**src/core/fsg_pkg.sv**
```systemverilog
`default_nettype none
package fsg_pkg;

  // ------------------------------------------------------------------
  // Flash geometry and timing
  // ------------------------------------------------------------------
  localparam int unsigned ADDR_W          = 14;  // Word address width
  localparam int unsigned PAGE_BITS       = 6;   // Words per page, log2
  localparam int unsigned PAGE_W          = ADDR_W - PAGE_BITS;
  localparam int unsigned CLK_MHZ         = 50;
  localparam int unsigned OP_TIME_US      = 4;   // Page erase/write time
  localparam int unsigned OP_CYCLES       = OP_TIME_US * CLK_MHZ;
  localparam int unsigned OP_CNT_W        = 16;
  // Fixed split: writing the upper quarter of flash halts the CPU; it stays readable during other writes
  localparam logic [ADDR_W-1:0] HALT_START = 14'h3000;
  // Boot region start per boot-size code; boot region always in upper
  // quarter, so always inside the halting region
  localparam logic [ADDR_W-1:0] BOOT_START_00 = 14'h3000;
  localparam logic [ADDR_W-1:0] BOOT_START_01 = 14'h3800;
  localparam logic [ADDR_W-1:0] BOOT_START_10 = 14'h3C00;
  localparam logic [ADDR_W-1:0] BOOT_START_11 = 14'h3E00;

  // ------------------------------------------------------------------
  // AXI4-Lite register map
  // ------------------------------------------------------------------
  localparam logic [3:0] SELF_PROG_CONTROL_OFS = 4'h0;
  localparam logic [3:0] LOCK_OFS              = 4'h4;
  localparam logic [3:0] FUSE_OFS              = 4'h8;
  localparam logic [3:0] STATUS_OFS            = 4'hC;
  // Control register fields
  localparam int unsigned REGION_READ_REENABLE_BIT = 4;
  localparam int unsigned REGION_BUSY_FLAG_BIT     = 6;
  localparam int unsigned IVEC_BOOT_BIT            = 8;
  localparam logic [3:0]  LOCK_RESET               = 4'hF;
  localparam logic [1:0]  BOOT_SIZE_RESET          = 2'h0;
  localparam logic [1:0]  AXI_OKAY                 = 2'h0;
  localparam logic [1:0]  AXI_SLVERR               = 2'h2;

  // Program-memory request from the CPU core
  typedef struct packed {
    logic              store;   // Erase/write trigger
    logic              load;    // Program-memory load
    logic [ADDR_W-1:0] pc;      // Address of executing instruction
    logic [ADDR_W-1:0] target;  // Flash word addressed
  } pm_req_s;

  typedef enum logic [1:0] {
    ST_IDLE = 2'b00,
    ST_RWW  = 2'b01,
    ST_HALT = 2'b10
  } prog_state_e;

endpackage : fsg_pkg
`default_nettype wire

```
**src/core/flash_section_guard.sv**
```systemverilog
// Overview of operation
// - Store triggers programming only from boot region
// - Boot-region store may target any page
// - Boot-size fuses set boundary; separate lock pairs
// - Fixed split decides halting behaviour
// - Read-while-write page: CPU runs, halting region readable
// - Halting-region page: CPU halted, nothing readable
// - Boot region always inside halting region
// - Busy flag reads one while region blocked
// - Region stays blocked until software clears flag
// - Lock bits only programmed; chip erase restores
// - General lock modes ignored by self-programming
// - App lock 10/00 refuses writes to app region
// - App lock 00/01 refuses boot loads from app
// - App lock 00/01 inhibits irq in app region
// - Boot lock 10/00 refuses writes to boot region
// - Boot lock 00/01 refuses app loads from boot
// - Boot lock 00/01 inhibits irq in boot region
`default_nettype none
module flash_section_guard
  import fsg_pkg::*;
#(
  parameter int unsigned OP_LEN = OP_CYCLES
)(
  // Clock and reset
  input  wire logic         aclk,
  input  wire logic         aresetn,
  // AXI4-Lite write address
  input  wire logic         s_axi_awvalid,
  output logic              s_axi_awready,
  input  wire logic [3:0]   s_axi_awaddr,
  // AXI4-Lite write data
  input  wire logic         s_axi_wvalid,
  output logic              s_axi_wready,
  input  wire logic [31:0]  s_axi_wdata,
  input  wire logic [3:0]   s_axi_wstrb,
  // AXI4-Lite write response
  output logic              s_axi_bvalid,
  input  wire logic         s_axi_bready,
  output logic [1:0]        s_axi_bresp,
  // AXI4-Lite read
  input  wire logic         s_axi_arvalid,
  output logic              s_axi_arready,
  input  wire logic [3:0]   s_axi_araddr,
  output logic              s_axi_rvalid,
  input  wire logic         s_axi_rready,
  output logic [31:0]       s_axi_rdata,
  output logic [1:0]        s_axi_rresp,
  // CPU program-memory port
  input  wire pm_req_s      cpu_req,
  input  wire logic         chip_erase,
  input  wire logic [1:0]   general_lock_mode,
  output logic              store_accept,
  output logic              load_grant,
  output logic              cpu_halt,
  output logic              fetch_rww_ok,
  output logic              irq_inhibit,
  output logic              prog_busy
);

  // Counter is OP_CNT_W bits wide; longer operations cannot be timed
  if (OP_LEN < 1 || OP_LEN > 65535) begin : g_op_len_check
    $error("OP_LEN out of range");
  end

  // ------------------------------------------------------------------
  // Registers
  // ------------------------------------------------------------------
  logic [1:0]        app_lock_reg;      // {app_lock_hi, app_lock_lo}
  logic [1:0]        boot_lock_reg;     // {boot_lock_hi, boot_lock_lo}
  logic [1:0]        boot_size_reg;
  logic              ivec_boot_reg;
  logic              region_busy_flag;
  prog_state_e       state_reg;
  logic [OP_CNT_W-1:0] cnt_reg;
  logic              pc_in_boot;
  logic              target_in_boot;
  logic              target_halting;
  logic              write_ok;
  logic              read_ok;
  logic              irq_blk;
  logic              reenable;
  logic              wr_go;
  logic              aw_held;
  logic              w_held;
  logic [3:0]        aw_addr_reg;
  logic [31:0]       w_data_reg;
  logic [3:0]        w_strb_reg;

  // ------------------------------------------------------------------
  // Region and lock decode
  // ------------------------------------------------------------------
  fsg_region_map u_map (
    .boot_size_fuses (boot_size_reg),
    .pc              (cpu_req.pc),
    .target          (cpu_req.target),
    .pc_in_boot      (pc_in_boot),
    .target_in_boot  (target_in_boot),
    .target_halting  (target_halting)
  );

  fsg_lock_check u_lock (
    .app_lock        (app_lock_reg),
    .boot_lock       (boot_lock_reg),
    .pc_in_boot      (pc_in_boot),
    .target_in_boot  (target_in_boot),
    .ivec_in_boot    (ivec_boot_reg),
    .write_ok        (write_ok),
    .read_ok         (read_ok),
    .irq_inhibit     (irq_blk)
  );

  // ------------------------------------------------------------------
  // CPU-facing grants
  // ------------------------------------------------------------------
  // general_lock_mode is deliberately not consulted
  assign store_accept = cpu_req.store && write_ok
                        && state_reg == ST_IDLE;
  // Halting-region reads stay serviced during a read-while-write op
  assign load_grant   = cpu_req.load && read_ok
                        && state_reg != ST_HALT
                        && (cpu_req.target >= HALT_START
                            || !region_busy_flag);
  assign cpu_halt     = state_reg == ST_HALT;
  assign fetch_rww_ok = !region_busy_flag && !cpu_halt;
  assign irq_inhibit  = irq_blk;
  assign prog_busy    = state_reg != ST_IDLE;

  // ------------------------------------------------------------------
  // Programming sequencer
  // ------------------------------------------------------------------
  // Halting-region targets stall the CPU; others keep it running
  always_ff @(posedge aclk) begin
    if (!aresetn) begin
      state_reg <= ST_IDLE;
      cnt_reg   <= '0;
    end else begin
      unique case (state_reg)
        ST_IDLE: begin
          if (store_accept) begin
            state_reg <= target_halting ? ST_HALT : ST_RWW;
            cnt_reg   <= OP_CNT_W'(OP_LEN - 1);
          end
        end
        ST_RWW, ST_HALT: begin
          if (cnt_reg == '0) state_reg <= ST_IDLE;
          else cnt_reg <= cnt_reg - 1'b1;
        end
        default: state_reg <= ST_IDLE;
      endcase
    end
  end

  // Busy flag: set by any programming, cleared only by re-enable
  // issued while idle; a fresh start beats a clear
  always_ff @(posedge aclk) begin
    if (!aresetn) begin
      region_busy_flag <= 1'b0;
    end else if (store_accept) begin
      region_busy_flag <= 1'b1;
    end else if (reenable && state_reg == ST_IDLE) begin
      region_busy_flag <= 1'b0;
    end
  end

  // ------------------------------------------------------------------
  // AXI4-Lite write path
  // ------------------------------------------------------------------
  assign s_axi_awready = !aw_held && !s_axi_bvalid;
  assign s_axi_wready  = !w_held && !s_axi_bvalid;
  assign wr_go         = aw_held && w_held && !s_axi_bvalid;
  assign reenable      = wr_go && aw_addr_reg == SELF_PROG_CONTROL_OFS
                         && w_strb_reg[0]
                         && w_data_reg[REGION_READ_REENABLE_BIT];

  // Address and data caught independently, in either order
  always_ff @(posedge aclk) begin
    if (!aresetn) begin
      aw_held     <= 1'b0;
      w_held      <= 1'b0;
      aw_addr_reg <= '0;
      w_data_reg  <= '0;
      w_strb_reg  <= '0;
    end else begin
      if (s_axi_awvalid && s_axi_awready) begin
        aw_held     <= 1'b1;
        aw_addr_reg <= {s_axi_awaddr[3:2], 2'b00};
      end else if (wr_go) begin
        aw_held <= 1'b0;
      end
      if (s_axi_wvalid && s_axi_wready) begin
        w_held     <= 1'b1;
        w_data_reg <= s_axi_wdata;
        w_strb_reg <= s_axi_wstrb;
      end else if (wr_go) begin
        w_held <= 1'b0;
      end
    end
  end

  // Write response
  always_ff @(posedge aclk) begin
    if (!aresetn) begin
      s_axi_bvalid <= 1'b0;
      s_axi_bresp  <= AXI_OKAY;
    end else if (wr_go) begin
      s_axi_bvalid <= 1'b1;
      s_axi_bresp  <= (aw_addr_reg == STATUS_OFS) ? AXI_SLVERR : AXI_OKAY;
    end else if (s_axi_bready) begin
      s_axi_bvalid <= 1'b0;
    end
  end

  // Lock bits: software may only program (clear) them; chip erase
  // restores all to one
  always_ff @(posedge aclk) begin
    if (!aresetn) begin
      app_lock_reg  <= LOCK_RESET[1:0];
      boot_lock_reg <= LOCK_RESET[3:2];
    end else if (chip_erase) begin
      app_lock_reg  <= LOCK_RESET[1:0];
      boot_lock_reg <= LOCK_RESET[3:2];
    end else if (wr_go && aw_addr_reg == LOCK_OFS && w_strb_reg[0]) begin
      app_lock_reg  <= app_lock_reg & w_data_reg[1:0];
      boot_lock_reg <= boot_lock_reg & w_data_reg[3:2];
    end
  end

  // Fuses and vector placement
  always_ff @(posedge aclk) begin
    if (!aresetn) begin
      boot_size_reg <= BOOT_SIZE_RESET;
      ivec_boot_reg <= 1'b0;
    end else if (wr_go && w_strb_reg[0] && aw_addr_reg == FUSE_OFS) begin
      boot_size_reg <= w_data_reg[1:0];
    end else if (wr_go && w_strb_reg[1]
                 && aw_addr_reg == SELF_PROG_CONTROL_OFS) begin
      ivec_boot_reg <= w_data_reg[IVEC_BOOT_BIT];
    end
  end

  // ------------------------------------------------------------------
  // AXI4-Lite read path
  // ------------------------------------------------------------------
  assign s_axi_arready = !s_axi_rvalid;

  // One-cycle answer after the address is taken
  always_ff @(posedge aclk) begin
    if (!aresetn) begin
      s_axi_rvalid <= 1'b0;
      s_axi_rdata  <= '0;
      s_axi_rresp  <= AXI_OKAY;
    end else if (s_axi_arvalid && s_axi_arready) begin
      s_axi_rvalid <= 1'b1;
      s_axi_rresp  <= AXI_OKAY;
      s_axi_rdata  <= '0;
      unique case ({s_axi_araddr[3:2], 2'b00})
        SELF_PROG_CONTROL_OFS: begin
          s_axi_rdata[REGION_BUSY_FLAG_BIT] <= region_busy_flag;
          s_axi_rdata[IVEC_BOOT_BIT]        <= ivec_boot_reg;
        end
        LOCK_OFS:   s_axi_rdata[3:0] <= {boot_lock_reg, app_lock_reg};
        FUSE_OFS:   s_axi_rdata[1:0] <= boot_size_reg;
        STATUS_OFS: s_axi_rdata[3:0] <= {general_lock_mode,
                                         state_reg};
        default:    s_axi_rdata <= '0;
      endcase
    end else if (s_axi_rready) begin
      s_axi_rvalid <= 1'b0;
    end
  end

  // ------------------------------------------------------------------
  // Checks
  // ------------------------------------------------------------------
  a_store_app_refused: assert property (@(posedge aclk) disable iff
    (!aresetn) (cpu_req.store && !pc_in_boot) |-> !store_accept)
    else $error("store from application region accepted");
  a_halt_region_halts: assert property (@(posedge aclk) disable iff
    (!aresetn) (store_accept && target_halting) |=> cpu_halt)
    else $error("halting-region op did not halt cpu");
  a_rww_keeps_running: assert property (@(posedge aclk) disable iff
    (!aresetn) (store_accept && !target_halting) |=> !cpu_halt)
    else $error("read-while-write op halted cpu");
  a_busy_after_start: assert property (@(posedge aclk) disable iff
    (!aresetn) store_accept |=> region_busy_flag)
    else $error("busy flag not set on start");
  a_busy_holds: assert property (@(posedge aclk) disable iff
    (!aresetn) (region_busy_flag && !reenable) |=> region_busy_flag)
    else $error("busy flag dropped without re-enable");
  a_boot_in_halting: assert property (@(posedge aclk) disable iff
    (!aresetn) pc_in_boot |-> cpu_req.pc >= HALT_START)
    else $error("boot region outside halting region");
  a_app_write_lock: assert property (@(posedge aclk) disable iff
    (!aresetn) (!app_lock_reg[0] && !target_in_boot) |-> !store_accept)
    else $error("locked application write accepted");
  a_boot_write_lock: assert property (@(posedge aclk) disable iff
    (!aresetn) (!boot_lock_reg[0] && target_in_boot) |-> !store_accept)
    else $error("locked boot write accepted");
  a_app_read_lock: assert property (@(posedge aclk) disable iff
    (!aresetn) (!app_lock_reg[1] && pc_in_boot && !target_in_boot)
    |-> !load_grant)
    else $error("locked application read granted");
  a_boot_read_lock: assert property (@(posedge aclk) disable iff
    (!aresetn) (!boot_lock_reg[1] && !pc_in_boot && target_in_boot)
    |-> !load_grant)
    else $error("locked boot read granted");
  a_lock_no_unset: assert property (@(posedge aclk) disable iff
    (!aresetn) !chip_erase |=> (app_lock_reg & ~$past(app_lock_reg))
    == 2'b00)
    else $error("lock bit returned without chip erase");

endmodule : flash_section_guard
`default_nettype wire

```
**src/core/fsg_region_map.sv**
```systemverilog
`default_nettype none
module fsg_region_map
  import fsg_pkg::*;
(
  // Configuration
  input  wire logic [1:0]        boot_size_fuses,
  // Addresses to classify
  input  wire logic [ADDR_W-1:0] pc,
  input  wire logic [ADDR_W-1:0] target,
  // Classification
  output logic                   pc_in_boot,
  output logic                   target_in_boot,
  output logic                   target_halting
);

  // ------------------------------------------------------------------
  // Boundary decode
  // ------------------------------------------------------------------
  function automatic logic [ADDR_W-1:0] boot_start(input logic [1:0] s);
    unique case (s)
      2'b00: boot_start = BOOT_START_00;
      2'b01: boot_start = BOOT_START_01;
      2'b10: boot_start = BOOT_START_10;
      2'b11: boot_start = BOOT_START_11;
    endcase
  endfunction : boot_start

  // Fuse-selected boundary, and the fixed halting split
  assign pc_in_boot     = pc >= boot_start(boot_size_fuses);
  assign target_in_boot = target >= boot_start(boot_size_fuses);
  assign target_halting = target >= HALT_START;

endmodule : fsg_region_map
`default_nettype wire

```
**src/core/fsg_lock_check.sv**
```systemverilog
`default_nettype none
module fsg_lock_check
  import fsg_pkg::*;
(
  // Lock pairs, 1 = unprogrammed
  input  wire logic [1:0] app_lock,
  input  wire logic [1:0] boot_lock,
  // Classification
  input  wire logic       pc_in_boot,
  input  wire logic       target_in_boot,
  input  wire logic       ivec_in_boot,
  // Verdicts
  output logic            write_ok,
  output logic            read_ok,
  output logic            irq_inhibit
);

  // ------------------------------------------------------------------
  // Lock decode
  // ------------------------------------------------------------------
  // Writes blocked when hi bit stays 1 and lo is 0, or both 0
  function automatic logic no_write(input logic [1:0] l);
    no_write = ~l[0];
  endfunction : no_write

  // Cross-region reads blocked when hi bit programmed
  function automatic logic no_read(input logic [1:0] l);
    no_read = ~l[1];
  endfunction : no_read

  // Write: only from boot region, to any page subject to its lock
  assign write_ok = pc_in_boot
    && !(target_in_boot ? no_write(boot_lock)
                        : no_write(app_lock));
  // Read: compare executing region with target region
  assign read_ok = (pc_in_boot == target_in_boot)
    || (pc_in_boot ? !no_read(app_lock)
                   : !no_read(boot_lock));
  // Interrupt gating when vectors live in the other region
  assign irq_inhibit = (ivec_in_boot && !pc_in_boot
                        && no_read(app_lock))
                    || (!ivec_in_boot && pc_in_boot
                        && no_read(boot_lock));

endmodule : fsg_lock_check
`default_nettype wire

```
**config.mk**
```make
export PLATFORM = sky130hd
export DESIGN_NAME = flash_section_guard
export DESIGN_NICKNAME = d
export VERILOG_FILES = /design/src/core/fsg_pkg.sv /design/src/core/flash_section_guard.sv /design/src/core/fsg_region_map.sv /design/src/core/fsg_lock_check.sv
export SDC_FILE = /design/constraint.sdc
export NUM_CORES = 1
export LEC_CHECK = 0
export BUFFER_PORTS_ARGS = -buffer_cell sky130_fd_sc_hd__buf_2
export CAP_MARGIN = 40
export CORE_ASPECT_RATIO = 0.75
export CORE_UTILIZATION = 40
export CTS_CLUSTER_SIZE = 28
export DETAILED_ROUTE_END_ITERATION = 7
export PLACE_DENSITY = 0.71
export SETUP_SLACK_MARGIN = 0.15
export SLEW_MARGIN = 25
export SYNTH_ARGS = -nofsm -noshare
export SYNTH_HDL_FRONTEND = slang
export SYNTH_SLANG_ARGS = --single-unit
```
**constraint.sdc**
```tcl
create_clock -name aclk -period 3.32 [get_ports aclk]
set_input_delay 0.664 -clock aclk [delete_from_list [all_inputs] [get_ports aclk]]
set_output_delay 0.664 -clock aclk [all_outputs]
set_load 0.005 [all_outputs]
```
==> impl_metrics.toml <==
[grt]
groute.usage.overall = 0.201
grt_pass1_vias = 2430
grt_antenna_before_repair = 0
grt_start_max_net_pins = 27
grt_first_pass_wirelength_mm = 11.6
grt-ovfl-total = 0

[logic_synthesis]
ys_ff_latch = 47
synth_edf_count = 0
post-synth-top-count-cell = "nand2_1"
post-synth-top-area-cell = "dfxtp_1"
yosys_warnings = 0
postSynthAreaPerCell_um2 = 8.01
ys_top_cells_by_count = "nand2_1 (51), dfxtp_1 (47), buf_4 (30), a21oi_1 (25), nor2_1 (23)"
synth.distinct_cells = 56
yosys-top-cells-area = "dfxtp_1 (34%), buf_4 (8.1%), nand2_1 (6.9%)"
sequential_share_of_the_synthesized_area = 0.340
synthesis.instances = 345
post_synth_instance_area_mm2 = 0.00276
post-synth-top-area-fraction = 0.340
postSynth.topFlopCell = "dfxtp_1"
asyncSetResetFlopFracSynth = 0

[floorplanning]
fp.dieH_um = 74.0
num_io_pins = 131
std_cell_rows = 25
placeableCoreArea_mm2 = 0.00647
chipWidth_um = 98.0
die-area_mm2 = 0.00725
initial_util = 0.427

[power_and_ir_drop]
p_int_w = 0.000858
clkPwrFrac = 0.287
power.share.sequential = 0.482
switching_share = 0.321
totalPowerFinal_w = 0.00126
powerDensity_mw_per_mm2 = 384
net_switching_component_of_the_power_w = 0.000406
comb_pwr_share = 0.232
leakage_nw = 1.44
vdd.ir_drop.worst_mv = 0.207

[finish]
max_ffs_per_register = 16
finish.net_count = 508
filler_cell_count = 632
layoutNonFillerInstCount = 497
diodes = 0
drive_gt1_frac = 0.264
syn2layout_area_growth_pct = 19.1

[placement]
hpwl_mm = 5.39
port-buffer-count = 69
place_inst = 487
post_place_setup_slack_ns = 0.0848
routability_driven_placement_congestion_ratio = 0.804

[sta]
worst_case_hold_slack_ns = 0.460
final.setup.worst_slack_ns = 0.205
unrepaired_setup_endpoints_after_global_routing = "no"
period_share = 0.938
timing_hold_violations_final = 0
max_freq_mhz = 321
post-route-min-period_ns = 3.11
total_negative_slack_ns = 0
final-max-slew-violation-count = 0
worstMarginPinSlew_ns = 0.601
report.final.setup_viol = 0
final.setup_skew_ns = 0.00948
worst_slew_margin_rel = 0.599

[clocking]
clkTransAtPathRegs_ns = 0.10
cts.path.max_buffers = 2
clock-root-buffer = "clkbuf_8"
clk-insertion-delay-late_ns = 0.31
tritoncts = "built"
cts_sinks = 47
cts.htree.levels = 2
cts_inserted_buffers = 5

[worst_setup_path]
timing.rr.end = "cnt_reg[10]$_SDFFE_PN0P_"
worst_setup_path_start_kind = "primary input"
biggest_cell_delay_along_the_critical_path_ns = 0.55
worst_ep_required_time_ns = 2.66
worstRegToRegCells = 8
worst-endpoint-arrival_ns = 2.45
crit_fanout = 2
timing.critical_path.mode_cell = "buf_2"
crit_slowest_cell = "or4_4"
path_class = "primary input to output port"
critical_path.cell_chain = "buf_2 -> or4_4 -> nor4_4 -> nor3_1 -> mux2_4 -> a2111oi_4 -> buf_2"
timing.rr.start = "boot_size_reg[0]$_SDFFE_PN0P_"
reg2reg_setup_slack_ns = 0.68
worst_setup_path_end_kind = "output port"

[route]
remaining_drc_errors = 8
postRouteWirelength_mm = 7.16
dr.first_iter.drc_count = 171
drt_pre_antenna_iters = 6
vias_per_cell = 5.47
routed_length_per_placed_instance_um = 14.4
num_vias = 2718
postRouteAntennaNets = 0

[run_status]
violations_in_the_final_reports = "design-rule violations"
status = "finished, violations left"

[run]
maxCapViolCount = 0

[min_path]
holdPathStages = 2
hold_class = "flip-flop to flip-flop"
timing.hold.worst.start = "s_axi_rdata[3]$_SDFFE_PN0P_"
worst_hold_endpoint = "s_axi_rdata[3]$_SDFFE_PN0P_"
[cell families (layout without fill, tap and decap cells)]
logic type / after synthesis / in the layout / synth area share
mux: 9 / 9 / 0.0344
other cells: 1 / 29 / 0.00136
fa+ha+maj: 9 / 9 / 0.0407
flops: 47 / 47 / 0.340
simple gates: 140 / 140 / 0.258
compound gates: 84 / 84 / 0.206
buf+inv: 55 / 98 / 0.119
[critical path: cells and delay by family]
kind,cells,cell delay [ns]
AO/OA/AOI/OAI,1,0.30
buffers and inverters,2,0.25
multiplexers,1,0.29
AND/OR/NAND/NOR,3,0.94
[worst max-delay path by stage]
stage                     slack (ns)    endpoint                           from  cells after the start
after CTS                       0.17  load_grant  boot_size_reg[1]$_SDFFE_PN0P_                      9
after global routing            0.14  load_grant                    cpu_req[25]                      9
after detailed placement        0.08  load_grant                    cpu_req[24]                      9
after floorplan                 0.42  load_grant                     cpu_req[4]                      5
final                           0.21  load_grant                     cpu_req[4]                      7
after global placement          0.06  load_grant                    cpu_req[24]                      9
[layer usage]
layer	global-route usage	up-vias	share of wire
met2	0.327	114	0.44
li1	-	1328	-
met3	0.0273	6	0.080
met5	0	-	0
met4	0.0623	0	0.0081
met1	0.280	1270	0.48
[power groups by stage]
stage | Combinational (W) | Sequential (W) | Clock, W
after CTS | 0.000284 | 0.000609 | 0.000370
final | 0.000293 | 0.000609 | 0.000363
after floorplan | 0.000211 | 0.000616 | 0
after global placement | 0.000270 | 0.000621 | 0
after detailed placement | 0.000279 | 0.000622 | 0
after global routing | 0.000328 | 0.000613 | 0.000392
[area by class of cell]
cell class / count / area (um^2) / area share
tap: 81 / 101 / 0.0308
timing repair buffer: 76 / 398 / 0.121
clock buffer: 5 / 68.8 / 0.0209
sequential: 47 / 946 / 0.287
multi-input combinational: 271 / 1700 / 0.517
clock inverter: 3 / 25.0 / 0.00760
inverter: 14 / 52.6 / 0.0160
[metrics by stage]
step	util	instance area, um^2
final	0.509	3290
after global routing	0.509	3290
after CTS	0.496	3210
after detailed placement	0.475	3080
after global placement	0.475	3080
after floorplan	-	2870
[cells in the final DEF, fill, tap and decap left out, types with 4 or more instances in the layout]
cell type / n
o21ai_0: 11
a21oi_1: 25
and3_1: 4
nand3_1: 13
nand2b_1: 4
clkbuf_8: 5
inv_1: 13
a221oi_1: 5
a31oi_1: 4
nor2_1: 22
ha_1: 8
conb_1: 29
nor3_1: 8
buf_4: 7
dfxtp_1: 45
nand2_1: 50
or3_1: 4
mux2i_1: 5
nand3b_1: 5
o22ai_1: 8
buf_2: 69
a211oi_1: 5
[timing repair]
item                                    in CTS  in global routing
setup buffers                                0                  2
pin swaps                                    0                  5
hold buffers                                 0                  0
gates resized for setup                      7                 12
endpoints found under the setup margin       1                  2
cloned                                       0                  0
No activity file was read; power rests on OpenSTA's default activity.
